$ cat src/rtl/fpd_defs.svh
`ifndef FPD_DEFS_SVH
`define FPD_DEFS_SVH

// ----------------------------------------------------------------
// Host port selection
// ----------------------------------------------------------------
`define FPD_PORT_STATUS   1'b0
`define FPD_PORT_DATA     1'b1

// Main status port bit positions
`define FPD_MSR_RQM       7
`define FPD_MSR_DIO       6
`define FPD_MSR_EXM       5
`define FPD_MSR_BUSY      4

// ----------------------------------------------------------------
// Command codes (low five bits of the first byte)
// ----------------------------------------------------------------
`define FPD_OP_READ_TRACK 5'h02
`define FPD_OP_SPECIFY    5'h03
`define FPD_OP_SENSE_DRV  5'h04
`define FPD_OP_WRITE      5'h05
`define FPD_OP_READ       5'h06
`define FPD_OP_RECAL      5'h07
`define FPD_OP_SENSE_INT  5'h08
`define FPD_OP_WRITE_DEL  5'h09
`define FPD_OP_READ_ID    5'h0a
`define FPD_OP_READ_DEL   5'h0c
`define FPD_OP_FORMAT     5'h0d
`define FPD_OP_SEEK       5'h0f
`define FPD_OP_SCAN_EQ    5'h11
`define FPD_OP_SCAN_LE    5'h19
`define FPD_OP_SCAN_HE    5'h1d

// Flag bit positions in command bytes
`define FPD_BIT_MT        7
`define FPD_BIT_MF        6
`define FPD_BIT_SK        5
`define FPD_BIT_HD        2
`define FPD_BIT_ND        0

// ----------------------------------------------------------------
// Values
// ----------------------------------------------------------------
`define FPD_ST0_INVALID   8'h80
`define FPD_CYL_MAX       8'h4c
`define FPD_SECTOR_FIRST  8'h01
`define FPD_BASE_BYTES    16'h0080
`define FPD_RST_PINS      12'hfff

// ----------------------------------------------------------------
// Timing
// ----------------------------------------------------------------
`define FPD_CLK_NS        10
`define FPD_MS_NS         1000000
`define FPD_MS_CYCLES     (`FPD_MS_NS / `FPD_CLK_NS)
`define FPD_HLT_STEP_MS   2
`define FPD_HUT_STEP_MS   16
`define FPD_SRT_SPAN_MS   16

`endif

$ cat src/rtl/fpd_pkg.sv
package fpd_pkg;

  // ----------------------------------------------------------------
  // Controller phases
  // ----------------------------------------------------------------
  typedef enum logic [2:0] {
    PhCommand,
    PhDecode,
    PhStep,
    PhLoad,
    PhExec,
    PhResult
  } fpd_phase_type;

  // Host bus pins as seen at the device
  typedef struct packed {
    logic       csN;
    logic       rdN;
    logic       wrN;
    logic       portSelectLine;
    logic [7:0] data;
  } fpd_host_type;

  // Reports from the data path during execution
  typedef struct packed {
    logic       sectorDone;
    logic       terminalCount;
    logic [1:0] endCode;
    logic [7:0] resultStatusB;
    logic [7:0] resultStatusC;
    logic [4:0] driveState;
  } fpd_exec_type;

  // Decoded parameters handed to the data path
  typedef struct packed {
    logic        bothSidesFlag;
    logic        densitySelect;
    logic        deletedMarkBypass;
    logic        programmedTransferFlag;
    logic [7:0]  sectorSizeCode;
    logic [7:0]  lastSectorOnCylinder;
    logic [7:0]  gapThreeLength;
    logic [7:0]  sectorsPerCylinder;
    logic [1:0]  scanSectorStride;
    logic [15:0] bytesPerSector;
    logic [7:0]  cylinder;
    logic [7:0]  sectorNumber;
  } fpd_params_type;

endpackage
$ cat src/rtl/fpd_param_decode.sv
`include "fpd_defs.svh"

// Summary of operation
// Port select low reaches main status port, high reaches data port.
// Cylinder values lie in 0 to 76.
// Host data bus is 8 bits, bit 7 most significant.
// Size code 00 makes short record length the bytes per sector.
// Transfer ends after the sector equal to last sector on cylinder.
// Gap three length sets lock bytes after CRC, or format gap size.
// Head select bit picks head and drives head output; ID head equals it.
// Head load delay 2 to 254 ms in 2 ms steps.
// Head unload delay 16 to 240 ms in 16 ms steps after transfer.
// Density select clear means FM, set means MFM.
// Both sides flag continues at sector 1 side 1 after side 0.
// Step interval 1 to 16 ms, coded reversed, F is 1 ms.
// One step interval serves all drives.
// Seek holds target cylinder and steps toward it.
// Sense interrupt status returns current cylinder.
// Result status bytes offered only in result phase.
// Scan stride 1 compares contiguous sectors, 2 alternate sectors.
// Drive select bits address a drive and drive the select outputs.
// Deleted mark bypass skips deleted-data sectors in read and scan.
// Programmed transfer flag selects non-DMA handshake.
// Size code sets bytes per sector; sector count sets sectors per cylinder.
// Host checks status bits 6 and 7 before each command or result byte.
// Decoded fields stay latched until the result phase ends.
module fpd_param_decode #(
  parameter int MS_CYCLES = `FPD_MS_CYCLES
) (
  input  wire logic                  clk,
  input  wire logic                  rst,
  input  wire fpd_pkg::fpd_host_type hostIn,
  output logic [7:0]                 dataOut,
  output logic                       dataOe,
  input  wire fpd_pkg::fpd_exec_type execIn,
  output fpd_pkg::fpd_params_type    params,
  output logic [1:0]                 driveSelect,
  output logic                       headSelect,
  output logic                       headLoad,
  output logic                       stepPulse,
  output logic                       stepDir,
  output logic                       execRun
);

  // ----------------------------------------------------------------
  // Decode functions
  // ----------------------------------------------------------------
  function automatic logic isScan(input logic [4:0] op);
    return op inside {`FPD_OP_SCAN_EQ, `FPD_OP_SCAN_LE, `FPD_OP_SCAN_HE};
  endfunction

  function automatic logic isXfer(input logic [4:0] op);
    return isScan(op) || op inside {`FPD_OP_READ, `FPD_OP_WRITE, `FPD_OP_READ_DEL,
                                    `FPD_OP_WRITE_DEL, `FPD_OP_READ_TRACK};
  endfunction

  function automatic logic [3:0] cmdLength(input logic [4:0] op);
    if (isXfer(op)) return 4'h9;
    unique case (op)
      `FPD_OP_SPECIFY, `FPD_OP_SEEK:                      return 4'h3;
      `FPD_OP_SENSE_DRV, `FPD_OP_RECAL, `FPD_OP_READ_ID:  return 4'h2;
      `FPD_OP_FORMAT:                                     return 4'h6;
      default:                                            return 4'h1;
    endcase
  endfunction

  function automatic logic [2:0] resultLength(input logic [4:0] op);
    if (isXfer(op) || op == `FPD_OP_READ_ID || op == `FPD_OP_FORMAT) return 3'h7;
    unique case (op)
      `FPD_OP_SENSE_INT:                                return 3'h2;
      `FPD_OP_SPECIFY, `FPD_OP_SEEK, `FPD_OP_RECAL:     return 3'h0;
      default:                                          return 3'h1;
    endcase
  endfunction

  // ----------------------------------------------------------------
  // Pin synchroniser, three stages, change taken when last two agree
  // ----------------------------------------------------------------
  localparam int PINS = 12;
  logic [PINS-1:0] sync1_q;
  logic [PINS-1:0] sync2_q;
  logic [PINS-1:0] sync3_q;
  logic [PINS-1:0] pin_q;
  fpd_pkg::fpd_host_type pin;

  always_ff @(posedge clk or posedge rst) begin
    if (rst) begin
      sync1_q <= `FPD_RST_PINS;
      sync2_q <= `FPD_RST_PINS;
      sync3_q <= `FPD_RST_PINS;
    end else begin
      sync1_q <= hostIn;
      sync2_q <= sync1_q;
      sync3_q <= sync2_q;
    end
  end

  // Per-bit agreement filter rejects single-cycle glitches
  for (genvar i = 0; i < PINS; i++) begin : gPin
    always_ff @(posedge clk or posedge rst) begin
      if (rst) begin
        pin_q[i] <= 1'b1;
      end else if (sync2_q[i] == sync3_q[i]) begin
        pin_q[i] <= sync3_q[i];
      end
    end
  end
  assign pin = pin_q;

  // ----------------------------------------------------------------
  // Host strobes
  // ----------------------------------------------------------------
  logic       rdPrev_q;
  logic       wrPrev_q;
  logic       rdPort_q;
  logic       wrPort_q;
  logic [7:0] wrData_q;
  wire        rdAct  = ~pin.csN & ~pin.rdN;
  wire        wrAct  = ~pin.csN & ~pin.wrN;
  wire        dataWr = wrPrev_q & ~wrAct & (wrPort_q == `FPD_PORT_DATA);
  wire        dataRd = rdPrev_q & ~rdAct & (rdPort_q == `FPD_PORT_DATA);

  // Data is taken at the trailing edge of the write, after it settled
  always_ff @(posedge clk or posedge rst) begin
    if (rst) begin
      rdPrev_q <= 1'b0;
      wrPrev_q <= 1'b0;
      rdPort_q <= 1'b0;
      wrPort_q <= 1'b0;
      wrData_q <= 8'h00;
    end else begin
      rdPrev_q <= rdAct;
      wrPrev_q <= wrAct;
      if (rdAct) rdPort_q <= pin.portSelectLine;
      if (wrAct) begin
        wrPort_q <= pin.portSelectLine;
        wrData_q <= pin.data;
      end
    end
  end

  // ----------------------------------------------------------------
  // Command byte store and field decode
  // ----------------------------------------------------------------
  fpd_pkg::fpd_phase_type phase_q;
  fpd_pkg::fpd_phase_type phase_d;
  logic [7:0] cmdByte_q [0:8];
  logic [3:0] cmdIdx_q;
  logic [2:0] resIdx_q;

  wire [4:0]  opcode   = cmdByte_q[0][4:0];
  wire [4:0]  firstOp  = (cmdIdx_q == 4'h0) ? wrData_q[4:0] : opcode;
  wire        xferOp   = isXfer(opcode);
  wire        fmtOp    = opcode == `FPD_OP_FORMAT;
  wire        idLikeOp = xferOp | fmtOp | (opcode == `FPD_OP_READ_ID);
  wire        seekOp   = opcode == `FPD_OP_SEEK;
  wire        recalOp  = opcode == `FPD_OP_RECAL;
  wire        sIntOp   = opcode == `FPD_OP_SENSE_INT;
  wire        sDrvOp   = opcode == `FPD_OP_SENSE_DRV;
  wire [2:0]  resLen   = resultLength(opcode);
  wire        mtBit    = cmdByte_q[0][`FPD_BIT_MT];
  wire [7:0]  sizeCode = fmtOp ? cmdByte_q[2] : cmdByte_q[5];
  wire [7:0]  last_sector_on_cylinder      = cmdByte_q[6];
  wire [7:0]  gapLen   = fmtOp ? cmdByte_q[4] : cmdByte_q[7];
  wire [7:0]  short_record_length      = cmdByte_q[8];
  wire [1:0]  stride   = isScan(opcode) ? cmdByte_q[8][1:0] : 2'h1;
  wire [7:0]  newCyl   = seekOp ? cmdByte_q[2] : 8'h00;
  // Short record length only counts when size code is zero
  wire [15:0] bytesPer = (sizeCode == 8'h00) ? {8'h00, short_record_length}
                       : 16'(`FPD_BASE_BYTES << sizeCode[2:0]);

  // Array is written only while collecting, so fields hold to the end
  always_ff @(posedge clk or posedge rst) begin
    if (rst) begin
      for (int k = 0; k < 9; k++) cmdByte_q[k] <= 8'h00;
    end else if (phase_q == fpd_pkg::PhCommand && dataWr) begin
      cmdByte_q[cmdIdx_q] <= wrData_q;
    end
  end

  // ----------------------------------------------------------------
  // Phase control
  // ----------------------------------------------------------------
  logic [7:0] cyl_q;
  logic [7:0] sector_q;
  logic       head_q;
  logic [1:0] unit_q;
  logic [7:0] curCyl_q;
  logic [7:0] tgtCyl_q;
  logic [7:0] delayMs_q;
  logic       msTick_q;
  wire        lastSector = (sector_q == last_sector_on_cylinder) & ~(mtBit & ~head_q);
  wire        execEnd    = execIn.sectorDone & (execIn.terminalCount | lastSector | ~xferOp);
  wire        stepEvent  = phase_q == fpd_pkg::PhStep && curCyl_q != tgtCyl_q && delayMs_q == 8'h00;

  always_comb begin
    phase_d = phase_q;
    unique case (phase_q)
      fpd_pkg::PhCommand:
        if (dataWr && cmdIdx_q + 4'h1 == cmdLength(firstOp)) phase_d = fpd_pkg::PhDecode;
      fpd_pkg::PhDecode:
        if (seekOp || recalOp)             phase_d = fpd_pkg::PhStep;
        else if (idLikeOp)                 phase_d = fpd_pkg::PhLoad;
        else if (resLen == 3'h0)           phase_d = fpd_pkg::PhCommand;
        else                               phase_d = fpd_pkg::PhResult;
      fpd_pkg::PhStep:
        if (curCyl_q == tgtCyl_q)          phase_d = fpd_pkg::PhCommand;
      fpd_pkg::PhLoad:
        if (delayMs_q == 8'h00)            phase_d = fpd_pkg::PhExec;
      fpd_pkg::PhExec:
        if (execEnd)                       phase_d = fpd_pkg::PhResult;
      fpd_pkg::PhResult:
        if (dataRd && resIdx_q + 3'h1 == resLen) phase_d = fpd_pkg::PhCommand;
    endcase
  end

  // Phase and byte counters
  always_ff @(posedge clk or posedge rst) begin
    if (rst) begin
      phase_q  <= fpd_pkg::PhCommand;
      cmdIdx_q <= 4'h0;
      resIdx_q <= 3'h0;
    end else begin
      phase_q <= phase_d;
      if (phase_q == fpd_pkg::PhCommand && dataWr)
        cmdIdx_q <= (phase_d == fpd_pkg::PhDecode) ? 4'h0 : cmdIdx_q + 4'h1;
      if (phase_q == fpd_pkg::PhDecode) resIdx_q <= 3'h0;
      else if (phase_q == fpd_pkg::PhResult && dataRd) resIdx_q <= resIdx_q + 3'h1;
    end
  end

  // ----------------------------------------------------------------
  // Specify settings, shared by every drive
  // ----------------------------------------------------------------
  logic [3:0] stepRate_q;
  logic [3:0] unloadCode_q;
  logic [6:0] loadCode_q;
  logic       noDma_q;

  always_ff @(posedge clk or posedge rst) begin
    if (rst) begin
      stepRate_q   <= 4'h0;
      unloadCode_q <= 4'h0;
      loadCode_q   <= 7'h00;
      noDma_q      <= 1'b0;
    end else if (phase_q == fpd_pkg::PhDecode && opcode == `FPD_OP_SPECIFY) begin
      stepRate_q   <= cmdByte_q[1][7:4];
      unloadCode_q <= cmdByte_q[1][3:0];
      loadCode_q   <= cmdByte_q[2][7:1];
      noDma_q      <= cmdByte_q[2][`FPD_BIT_ND];
    end
  end

  // ----------------------------------------------------------------
  // Millisecond timebase and delay counter
  // ----------------------------------------------------------------
  logic [16:0] msCount_q;
  wire  [7:0]  stepMs = 8'(`FPD_SRT_SPAN_MS - int'(stepRate_q));
  wire  [7:0]  loadMs = 8'(`FPD_HLT_STEP_MS * int'(loadCode_q));
  wire  [7:0]  hutMs  = 8'(`FPD_HUT_STEP_MS * int'(unloadCode_q));
  wire         loadGo = phase_q == fpd_pkg::PhDecode && idLikeOp;

  // Delay counts whole ticks, so it may run up to one tick short
  always_ff @(posedge clk or posedge rst) begin
    if (rst) begin
      msCount_q <= 17'h00000;
      msTick_q  <= 1'b0;
      delayMs_q <= 8'h00;
    end else begin
      msTick_q  <= msCount_q == 17'(MS_CYCLES - 1);
      msCount_q <= (msCount_q == 17'(MS_CYCLES - 1)) ? 17'h00000 : msCount_q + 17'h00001;
      if (loadGo) delayMs_q <= headLoad ? 8'h00 : loadMs;
      else if (stepEvent) delayMs_q <= stepMs;
      else if (msTick_q && delayMs_q != 8'h00) delayMs_q <= delayMs_q - 8'h01;
    end
  end

  // ----------------------------------------------------------------
  // Seek stepping and cylinder tracking
  // ----------------------------------------------------------------
  logic seekEnd_q;
  wire  seekDone = phase_q == fpd_pkg::PhStep && curCyl_q == tgtCyl_q;
  wire  seekClr  = phase_q == fpd_pkg::PhResult && sIntOp && dataRd;  // Cleared once read

  always_ff @(posedge clk or posedge rst) begin
    if (rst) begin
      curCyl_q  <= 8'h00;
      tgtCyl_q  <= 8'h00;
      stepPulse <= 1'b0;
      stepDir   <= 1'b0;
      seekEnd_q <= 1'b0;
    end else begin
      // Out-of-range targets are pinned to the last cylinder
      if (phase_q == fpd_pkg::PhDecode && (seekOp || recalOp))
        tgtCyl_q <= (newCyl > `FPD_CYL_MAX) ? `FPD_CYL_MAX : newCyl;
      stepPulse <= stepEvent;
      if (stepEvent) begin
        stepDir  <= tgtCyl_q > curCyl_q;
        curCyl_q <= (tgtCyl_q > curCyl_q) ? curCyl_q + 8'h01 : curCyl_q - 8'h01;
      end
      seekEnd_q <= seekDone | (seekEnd_q & ~seekClr);
    end
  end

  // ----------------------------------------------------------------
  // Sector sequencing during execution
  // ----------------------------------------------------------------
  logic [1:0] endCode_q;
  logic [7:0] st1_q;
  logic [7:0] st2_q;

  always_ff @(posedge clk or posedge rst) begin
    if (rst) begin
      cyl_q     <= 8'h00;
      sector_q  <= 8'h00;
      head_q    <= 1'b0;
      unit_q    <= 2'h0;
      endCode_q <= 2'h0;
      st1_q     <= 8'h00;
      st2_q     <= 8'h00;
    end else if (phase_q == fpd_pkg::PhDecode) begin
      unit_q   <= cmdByte_q[1][1:0];
      head_q   <= cmdByte_q[1][`FPD_BIT_HD];
      cyl_q    <= (cmdByte_q[2] > `FPD_CYL_MAX) ? `FPD_CYL_MAX : cmdByte_q[2];
      sector_q <= cmdByte_q[4];
    end else if (phase_q == fpd_pkg::PhExec && execIn.sectorDone) begin
      if (execEnd) begin
        endCode_q <= execIn.endCode;
        st1_q     <= execIn.resultStatusB;
        st2_q     <= execIn.resultStatusC;
      end else if (sector_q == last_sector_on_cylinder) begin
        head_q   <= 1'b1;
        sector_q <= `FPD_SECTOR_FIRST;
      end else begin
        sector_q <= sector_q + {6'h00, stride};
      end
    end
  end

  // ----------------------------------------------------------------
  // Head load and unload
  // ----------------------------------------------------------------
  logic [7:0] unloadMs_q;
  logic       unloadArm_q;
  wire        execStop = phase_q == fpd_pkg::PhExec && execEnd;

  // Head stays loaded across back-to-back transfers to save the load delay
  always_ff @(posedge clk or posedge rst) begin
    if (rst) begin
      headLoad    <= 1'b0;
      unloadArm_q <= 1'b0;
      unloadMs_q  <= 8'h00;
    end else if (loadGo) begin
      headLoad    <= 1'b1;
      unloadArm_q <= 1'b0;
    end else if (execStop) begin
      unloadArm_q <= 1'b1;
      unloadMs_q  <= hutMs;
    end else if (unloadArm_q) begin
      if (unloadMs_q == 8'h00) begin
        headLoad    <= 1'b0;
        unloadArm_q <= 1'b0;
      end else if (msTick_q) begin
        unloadMs_q <= unloadMs_q - 8'h01;
      end
    end
  end

  // ----------------------------------------------------------------
  // Result bytes and host read data
  // ----------------------------------------------------------------
  wire [7:0] st0Xfer = {endCode_q, 3'h0, head_q, unit_q};
  wire [7:0] st0Int  = {2'h0, seekEnd_q, 2'h0, head_q, unit_q};
  wire [7:0] st3     = {execIn.driveState, cmdByte_q[1][`FPD_BIT_HD], cmdByte_q[1][1:0]};
  wire [7:0] xferRes [0:6];
  assign xferRes = '{st0Xfer, st1_q, st2_q, cyl_q, {7'h00, head_q}, sector_q, sizeCode};

  wire [7:0] resByte = sIntOp   ? ((resIdx_q == 3'h0) ? st0Int : curCyl_q)
                     : sDrvOp   ? st3
                     : idLikeOp ? xferRes[resIdx_q]
                     : `FPD_ST0_INVALID;
  wire       inResult = phase_q == fpd_pkg::PhResult;
  wire [7:0] dataByte = inResult ? resByte : 8'h00;
  wire       rqm      = phase_q == fpd_pkg::PhCommand || inResult;
  wire       busyBit  = phase_q != fpd_pkg::PhCommand || cmdIdx_q != 4'h0;
  wire [3:0] driveBsy = (phase_q == fpd_pkg::PhStep) ? 4'(4'h1 << unit_q) : 4'h0;
  wire [7:0] main_status_port      = {rqm, inResult, phase_q == fpd_pkg::PhExec && noDma_q, busyBit, driveBsy};

  // Read data is refreshed every cycle so it follows the latest state
  always_ff @(posedge clk or posedge rst) begin
    if (rst) begin
      dataOut <= 8'h00;
      dataOe  <= 1'b0;
    end else begin
      dataOut <= (pin.portSelectLine == `FPD_PORT_STATUS) ? main_status_port : dataByte;
      dataOe  <= rdAct;
    end
  end

  // ----------------------------------------------------------------
  // Registered drive and parameter outputs
  // ----------------------------------------------------------------
  fpd_pkg::fpd_params_type paramsD;
  assign paramsD = '{
    bothSidesFlag:          mtBit,
    densitySelect:          cmdByte_q[0][`FPD_BIT_MF],
    deletedMarkBypass:      cmdByte_q[0][`FPD_BIT_SK],
    programmedTransferFlag: noDma_q,
    sectorSizeCode:         sizeCode,
    lastSectorOnCylinder:   last_sector_on_cylinder,
    gapThreeLength:         gapLen,
    sectorsPerCylinder:     cmdByte_q[3],
    scanSectorStride:       stride,
    bytesPerSector:         bytesPer,
    cylinder:               cyl_q,
    sectorNumber:           sector_q
  };

  always_ff @(posedge clk or posedge rst) begin
    if (rst) begin
      params      <= '0;
      driveSelect <= 2'h0;
      headSelect  <= 1'b0;
      execRun     <= 1'b0;
    end else begin
      params      <= paramsD;
      driveSelect <= unit_q;
      headSelect  <= head_q;
      execRun     <= phase_d == fpd_pkg::PhExec;
    end
  end

endmodule

$ cat config.mk
export PLATFORM = sky130hd
export DESIGN_NAME = fpd_param_decode
export DESIGN_NICKNAME = d
export VERILOG_FILES = /design/src/rtl/fpd_pkg.sv /design/src/rtl/fpd_param_decode.sv
export VERILOG_INCLUDE_DIRS = /design/src /design/src/rtl
export SDC_FILE = /design/constraint.sdc
export NUM_CORES = 1
export LEC_CHECK = 0
export ABC_AREA = 0
export CAP_MARGIN = 30
export CORE_MARGIN = 2
export CORE_UTILIZATION = 25
export CTS_BUF_LIST = sky130_fd_sc_hd__clkbuf_8
export DETAILED_ROUTE_END_ITERATION = 10
export DONT_BUFFER_PORTS = 1
export PLACE_DENSITY_LB_ADDON = 0.12
export SLEW_MARGIN = 20
export SYNTH_ARGS = -nofsm -noshare
export SYNTH_HDL_FRONTEND = slang
export SYNTH_SLANG_ARGS = --single-unit
$ cat constraint.sdc
create_clock -name clk -period 27.4 [get_ports clk]
set_clock_uncertainty 0.1 [all_clocks]
set_input_delay 1.37 -clock clk [delete_from_list [all_inputs] [get_ports clk]]
set_output_delay 1.37 -clock clk [all_outputs]
set_load 0.02 [all_outputs]
==> impl_results.md, run 1 <==
- Worst-Skew Late Latency: 0.66 ns
- Final Slew Violations: 0
- RSZ-0062 raised after global routing: no
- I/O pin count: around 130
- Reg2reg path depth: 16
- DRC viols: 0
- Die H: 243 um
- H-tree Lvls: 2
- Final GP Congestion: 0.775
- Post-DP HPWL: around 28 mm
- Fin nets: around 1300
- Initial antenna violation count: 0
- Clk root buf: clkbuf_8
- Post-route ant nets: 0
- Synth Cell Area: ~0.014 mm2
- Grt total ovfl: 0
- Critical path startpoint: curCyl_q[1]$_DFFE_PP0P_
- Number of synthesized flops with an enable pin: 0
- Async S/R FF share, synth: 1.00
- Ant diodes: 0
- Hold Path Origin: sync1_q[7]$_DFF_PP1_
- WHS Endpoint: sync2_q[7]$_DFF_PP1_
- Min Clock Period, post-route: 4.12 ns
- Drt first-iter violations: around 580
- Top delay family on crit path: compound AO/OA/AOI/OAI gates
- Largest family of logic cells by synthesized area: simple AND/OR/NAND/NOR gates
- Post-Synthesis Cells: around 1200
- Die Area: between 0.05 and 0.06 mm2
- Synth Register Bits: about 330
- Vias in the first global route: ~10000
- IO buf count: 0
- Slowest cell delay on critical path: 0.45 ns
- Crit. End Element: register
- Pin count of the biggest net entering global routing: 165
- Post-CTS Setup Repair Bufs: 0
- First-pass GRT wire length: roughly 64 mm
- Final Setup Violations: 0
- Pre-antenna DRT Iters: 5
- CTS tree: built
- Layout cell share with drive strength beyond 1: 0.218
- Compound-Gate Fraction of Synth Area: 0.0869
- Max FO, Critical Path: 7
- Setup_tns: 0 ns
- Hold Violations, Final: 0
- Critical Path RT: 27.88 ns
- Clk pin slew, worst setup/hold paths: around 0.07 ns
- Final WL: 41.2 mm
- Worst path arrival time: between 4 and 5 ns
- R2R Setup Slk: ~23 ns
- Static Leakage: 7.51 nW
- Post-route cell area: roughly 0.016 mm2
- Crit path buffers/inverters: 1
- Global-route usage over all layers: 0.141
- Reg2reg end: curCyl_q[7]$_DFFE_PP0P_
- Crit share post-route: 0.150
- Slowest cell on crit path: or4_1
- Crit path kind: register to register
- Syn nets: 1316
- Die Wd: 243 um
- Critical path launch point type: register
- Mean Syn Cell Area: around 11 um2
- Wire per inst: around 20 um
- Most common cell on crit path: o21ai_0
- Hold Crit Class: register to register
- Area share of fa/ha/maj cells after synthesis: 0.0356
- Maxcap violations: 0
- CP Cell Sequence: inv_1 > ha_1 > nor2b_1 > o21a_1 > o21ai_0 > a211o_1 > o21ai_0 > nand2_1 > ha_1 > a21o_1 > a21oi_1 > o21ai_0 > or4_1 > a31o_2 > mux2i_1 > xnor2_1
- Max Fclk: ~240 MHz
- Placed inst area: 0.0151 mm2
- Status: finished, final reports clean
- Hold path cells: 0
- Post-Synth Simple-Gate Area: 0.142
- Synth Area in XOR/XNOR: 0.0287
- Layout area overhead: 15.2%
- Worst Max-Slew Pin Slew: approximately 1.0 ns
- Num rows: 87
- RR Startpoint: curCyl_q[1]$_DFFE_PP0P_
- Total CTS buffers: between 60 and 70
- Worst VDD drop: around 0.000036 V
- Primary FF master, synth: dfrtp_1
- Core area: around 0.056 mm2
- Synth Warn #: 0
- Post-synthesis mux area share: 0.0973
- Max clock buf depth: 3
- Seq/Total Area, Yosys: 0.583
- Post-CTS sizing: 0
- Clock sink count: 331
- Total vias in the final route: 9466
- Slew HR: 0.311
- Count of different cell masters after synthesis: 80
- Initial Utilization: 0.253
- PwrDens: a little under 90 mW/mm2
- Hold-fix buffer count after cts: 0
- Via density: ~4.6
[Yosys cell counts (8+ instances only)]
| cell type | instances | share of area |
|---|---|---|
| dfrtp_1 | 283 | 0.49 |
| nand2_1 | 163 | 0.043 |
| mux2_2 | 104 | 0.082 |
| nor2_1 | 73 | 0.019 |
| o21ai_0 | 70 | 0.024 |
| dfstp_2 | 48 | 0.088 |
| clkbuf_1 | 43 | 0.011 |
| nand3_1 | 39 | 0.014 |
| inv_1 | 37 | 0.0097 |
| a21oi_1 | 34 | 0.012 |
| ha_1 | 28 | 0.024 |
| nor3_1 | 27 | 0.0094 |
| xnor2_1 | 27 | 0.017 |
| xor2_1 | 20 | 0.012 |
| nor2b_1 | 17 | 0.0074 |
| a31oi_1 | 15 | 0.0066 |
| nand4_1 | 14 | 0.0061 |
| and2_1 | 13 | 0.0057 |
| maj3_1 | 12 | 0.0084 |
| mux2i_1 | 11 | 0.0077 |
| o22ai_1 | 9 | 0.0039 |
| or3_1 | 9 | 0.0039 |
| buf_1 | 8 | 0.0021 |
| nor3b_1 | 8 | 0.0042 |
[registers in the layout (all words and copies together) (netlist names), 12 cells and up]
register,count
cmdByte_q,56
msCount_q,17
params,69
pin,12
sync1_q,12
sync2_q,12
sync3_q,12
[placed cells by master (no fill, tap or decap), types with 5 or more instances in the layout]
master	n
dfrtp_1	283
nand2_1	163
mux2_2	104
clkbuf_8	78
nor2_1	73
o21ai_0	70
inv_1	53
dfstp_2	48
nand3_1	39
a21oi_1	34
ha_1	28
nor3_1	27
xnor2_1	27
xor2_1	20
nor2b_1	17
a31oi_1	15
nand4_1	14
and2_1	13
maj3_1	12
clkinv_2	12
mux2i_1	11
or3_1	9
o22ai_1	9
buf_4	9
o211ai_1	7
nor3b_1	7
nand2b_1	7
nand3b_1	7
o21a_1	6
o31ai_1	5
a211oi_1	5
mux4_2	5
[worst register-to-register path: stages, from the launching register on]
cell and delay, ns:
dfrtp_1 0.39, inv_1 0.09, ha_1 0.33, nor2b_1 0.15
o21a_1 0.11, o21ai_0 0.07, a211o_1 0.27, o21ai_0 0.33
nand2_1 0.31, ha_1 0.37, a21o_1 0.16, a21oi_1 0.22
o21ai_0 0.16, or4_1 0.45, a31o_2 0.22, mux2i_1 0.17
xnor2_1 0.14
[how the worst max path moves through the flow]
stage	endpoint	cells past startpoint	slack, ns
after floorplan	cmdByte_q[10]$_DFFE_PP0P_	1	16.84
after global placement	curCyl_q[7]$_DFFE_PP0P_	16	23.34
after detailed placement	curCyl_q[7]$_DFFE_PP0P_	16	23.35
after CTS	curCyl_q[7]$_DFFE_PP0P_	16	23.31
after global routing	curCyl_q[7]$_DFFE_PP0P_	16	22.95
final	curCyl_q[7]$_DFFE_PP0P_	16	23.28
[metrics by stage]
stage | utilization | power (mW) | hold slack (ns) | std cells | setup WS [ns]
final | 0.292 | 1.46 | 0.255 | 2069 | 23.28
after CTS | 0.291 | 1.49 | 0.258 | 2067 | 23.31
after detailed placement | 0.268 | 0.959 | 0.247 | 1955 | 23.35
after floorplan | - | 0.844 | 0.245 | 1247 | 16.84
after global placement | 0.268 | 0.957 | 0.247 | 1953 | 23.34
after global routing | 0.292 | 1.55 | 0.260 | 2069 | 22.95
[report_power, final]
part	leakage [nW]	internal, mW	total [mW]	switching, mW
combinational	2.43	0.109	0.268	0.158
sequential	4.32	0.557	0.679	0.121
clock	0.755	0.292	0.511	0.219
[routing by layer]
metal | track usage | wire length (um) | share of wire | up-vias
met1 | 0.192 | 19500 | 0.47 | 4760
met2 | 0.216 | 18400 | 0.45 | 208
met5 | 0 | 0 | 0 | -
met3 | 0.0306 | 1990 | 0.048 | 82
met4 | 0.0603 | 1370 | 0.033 | 0
li1 | - | - | - | 4416
[area by class of cell]
cell class	instances	area [um2]
Clock buffer	78	1070
Clock inverter	34	251
Fill cell	5820	40000
Inverter	38	150
Multi-Input combinational cell	820	5610
Sequential cell	331	8340
Tap cell	756	946
Timing Repair Buffer	12	120
[logic make-up after synthesis]
| family | Yosys count |
|---|---|
| AO/OA/AOI/OAI | 197 |
| flip-flops | 331 |
| adder cells (fa/ha/maj) | 42 |
| AND/OR/NAND/NOR | 413 |
| multiplexers | 120 |
| buffers and inverters | 96 |
| XOR/XNOR | 47 |
| other | 1 |
Note: power is estimated with default switching activity, not from simulation.
==> run 2: changes to the inputs <==
--- a/config.mk
+++ b/config.mk
@@ -6,7 +6,7 @@
 export SDC_FILE = /design/constraint.sdc
 export NUM_CORES = 1
 export LEC_CHECK = 0
-export ABC_AREA = 0
+export ABC_AREA = 1
 export CAP_MARGIN = 30
 export CORE_MARGIN = 2
 export CORE_UTILIZATION = 25
==> constraint.sdc (replaced) <==
create_clock -name clk -period 3.56 [get_ports clk]
set_clock_uncertainty 0.1 [all_clocks]
set_input_delay 0.178 -clock clk [delete_from_list [all_inputs] [get_ports clk]]
set_output_delay 0.178 -clock clk [all_outputs]
set_load 0.02 [all_outputs]
==> run 2 against run 1 <==
Against the previous run:
- total power grew to 7.7 times the previous value
- wire length grew 0.71%
- utilization up 1.4 points
- worst setup slack got worse by 23 ns
==> impl_results.md, run 2 <==
- Crit path kind: register to register
- Final Setup Violations: 0
- Ant diodes: 0
- IO buf count: 0
- Final Slew Violations: 0
- Clk pin slew, worst setup/hold paths: ~0.060 ns
- Post-Synthesis Cells: between 1000 and 1500
- Slowest cell delay on critical path: 0.36 ns
- First-pass GRT wire length: 65.2 mm
- Most common cell in the netlist: dfrtp_1
- Synth Warn #: 0
- Worst Max-Slew Pin Slew: about 0.9 ns
- Status: finished, final reports clean
- Dpl ws: roughly 0.15 ns
- Seq/Total Area, Yosys: 0.589
- Crit share post-route: 0.931
- Mean Syn Cell Area: ~9.8 um2
- Synth Cell Area: roughly 0.014 mm2
- Core area: 0.0562 mm2
- Pin count of the biggest net entering global routing: 88
- Slew HR: 0.409
- Sequential share of power: 0.437
- Top delay family on crit path: compound AO/OA/AOI/OAI gates
- Combinational share of power: 0.219
- Initial antenna violation count: 0
- Critical Path RT: around 4.0 ns
- Final Total Pwr: about 11 mW
- Maxcap violations: 0
- Max clock buf depth: 3
- Synth Register Bits: ~330
- Via density: 4.38
- Hold Crit Class: input pin to asynchronous set/reset pin
- Vias in the first global route: around 11000
- Most common library cell in the layout ignoring fill and taps: dfrtp_1
- Clk root buf: clkbuf_8
- Drt first-iter violations: 601
- Final GP Congestion: approximately 0.80
- Layout area overhead: 21.3%
- Setup WS post-layout: about 0.25 ns
- Max FFs per register: ~70
- Worst path arrival time: roughly 3.8 ns
- Worst-Skew Late Latency: 0.66 ns
- Grt total ovfl: 0
- Primary FF master, synth: dfrtp_1
- Total CTS buffers: between 60 and 70
- Slowest cell on crit path: ha_1
- Max Fclk: between 300 and 400 MHz
- Die Wd: roughly 240 um
- Num rows: 87
- Clock sink count: about 330
- Fin nets: approximately 1600
- Crit path buffers/inverters: 5
- Pre-antenna DRT Iters: 5
- Async S/R FF share, synth: 1.00
- Final WL: between 40 and 50 mm
- CP Cell Sequence: inv_1 > ha_1 > nand2_1 > inv_1 > nand2_1 > o211a_1 > o221a_2 > nor2_2 > inv_2 > buf_4 > ha_1 > a21oi_2 > nor2_1 > nor2_1 > nor2_1 > inv_1 > nand2_1 > a21oi_1 > or2_2 > nand3_1 > xor2_1
- Die H: around 240 um
- Most frequent cells in the layout: dfrtp_1 (283), nand2_1 (282), inv_1 (176), o21ai_0 (175), nor2_1 (88)
- Crit. End Element: register
- Count of different cell masters after synthesis: just under 60
- H-tree Lvls: 2
- Max FO, Critical Path: 5
- Wire per inst: 17.4 um
- Post-DP HPWL: just under 30 mm
- Post-synth top cells: dfrtp_1 (283), nand2_1 (282), o21ai_0 (175)
- Layout cell share with drive strength beyond 1: 0.161
- Synth area leaders: dfrtp_1 (50%), dfstp_2 (8.9%), nand2_1 (7.5%)
- Hold Violations, Final: 0
- Initial Utilization: 0.252
- Pint: ~7.3 mW
- Global-route usage over all layers: 0.144
- DRC viols: 0
- I/O pin count: approximately 130
- Min Clock Period, post-route: about 3.3 ns
- Static Leakage: 7.96 nW
- Worst VDD drop: ~0.00029 V
- Number of synthesized flops with an enable pin: 0
- Post-layout util: 0.306
- Switching portion of total power: 0.343
- Largest regs: params: 69 flops, cmdByte_q: 56 flops, msCount_q: 17 flops
- Top reg by flops: params
- Critical path launch point type: register
- Cell type with the largest total area after synthesis: dfrtp_1
- Die Area: 0.0586 mm2
- Total vias in the final route: between 10000 and 15000
- Post-route ant nets: 0
- RSZ-0062 raised after global routing: no
- P_sw: between 3 and 4 mW
- PwrDens: around 650 mW/mm2
- Syn nets: around 1500
- Clock share of power: 0.343
- CTS tree: built
- Post-synth top area share: 0.500
[run 2: layout make-up]
type | count | area, um2
clock buffers | 81 | 1110
well taps | 756 | 946
clock inverters | 32 | 188
inverters | 171 | 648
flip-flops and latches | 331 | 8340
repair buffers | 98 | 933
multi-input cells | 913 | 5010
fillers | 5921 | 39000
[run 2: logic make-up (layout without fill, tap and decap cells)]
| family | after synthesis | in the layout | synth area share |
|---|---|---|---|
| AO/OA/AOI/OAI | 277 | 277 | 0.110 |
| XOR/XNOR | 33 | 33 | 0.0204 |
| adder cells (fa/ha/maj) | 42 | 42 | 0.0360 |
| flip-flops | 331 | 331 | 0.589 |
| AND/OR/NAND/NOR | 538 | 538 | 0.168 |
| buffers and inverters | 208 | 382 | 0.0587 |
| multiplexers | 22 | 22 | 0.0178 |
| other | 1 | 1 | 0.000265 |
[run 2: worst reg2reg max path, cell delays in order (launching register included)]
cell and delay (ns):
dfrtp_1 0.35, inv_1 0.08, ha_1 0.30, nand2_1 0.06
inv_1 0.08, nand2_1 0.05, o211a_1 0.20, o221a_2 0.25
nor2_2 0.13, inv_2 0.08, buf_4 0.17, ha_1 0.36
a21oi_2 0.16, nor2_1 0.05, nor2_1 0.11, nor2_1 0.05
inv_1 0.07, nand2_1 0.05, a21oi_1 0.15, or2_2 0.13
nand3_1 0.07, xor2_1 0.15
[run 2: worst paths after layout]
kind	startpoint	end	slack [ns]	cells after the start
worst max-delay path	curCyl_q[3]$_DFFE_PP0P_	curCyl_q[7]$_DFFE_PP0P_	0.25	21
worst min-delay path	rst	cmdByte_q[70]$_DFFE_PP0P_	0.08	3
worst max register to register	curCyl_q[3]$_DFFE_PP0P_	curCyl_q[7]$_DFFE_PP0P_	0.25	21
worst min register to register	sync1_q[1]$_DFF_PP1_	sync2_q[1]$_DFF_PP1_	0.25	0
max in group asynchronous	rst	cmdByte_q[42]$_DFFE_PP0P_	2.16	3
min in group clk	execIn[24]	unloadArm_q$_DFF_PP0_	0.10	4
[run 2: per-stage QoR]
step                hold WS, ns  area [um2]  TNS (ns)  instances
detailed placement       0.0107       15300         0       2216
global placement        0.00838       15300         0       2215
floorplan                0.0825       14200   -311.15       1452
global route             0.0644       17200         0       2382
CTS                      0.0169       17100         0       2380
finish                   0.0761       17200         0       2382
[run 2: layer usage]
| layer | global-route usage | vias up | part of all wire | wire (um) |
|---|---|---|---|---|
| met1 | 0.194 | 5036 | 0.47 | 19400 |
| li1 | - | 5064 | - | - |
| met5 | 0 | - | 0 | 0 |
| met3 | 0.0305 | 83 | 0.045 | 1890 |
| met2 | 0.229 | 239 | 0.46 | 19000 |
| met4 | 0.0485 | 0 | 0.029 | 1210 |
[run 2: power groups by stage]
stage | clock, mW | sequential, mW | combinational, mW
final | 3.83 | 4.88 | 2.45
after global routing | 4.20 | 4.95 | 2.77
after CTS | 4.02 | 4.89 | 2.50
after detailed placement | 0 | 4.95 | 2.43
after global placement | 0 | 4.95 | 2.44
after floorplan | 0 | 4.78 | 1.67
[run 2: repair_timing]
action | CTS | global route
endpoints found under the setup margin | 0 | 2
hold buffers | 51 | 0
setup buffers | 0 | 1
hold endpoints to repair | 263 | 0
resized for setup | 0 | 4
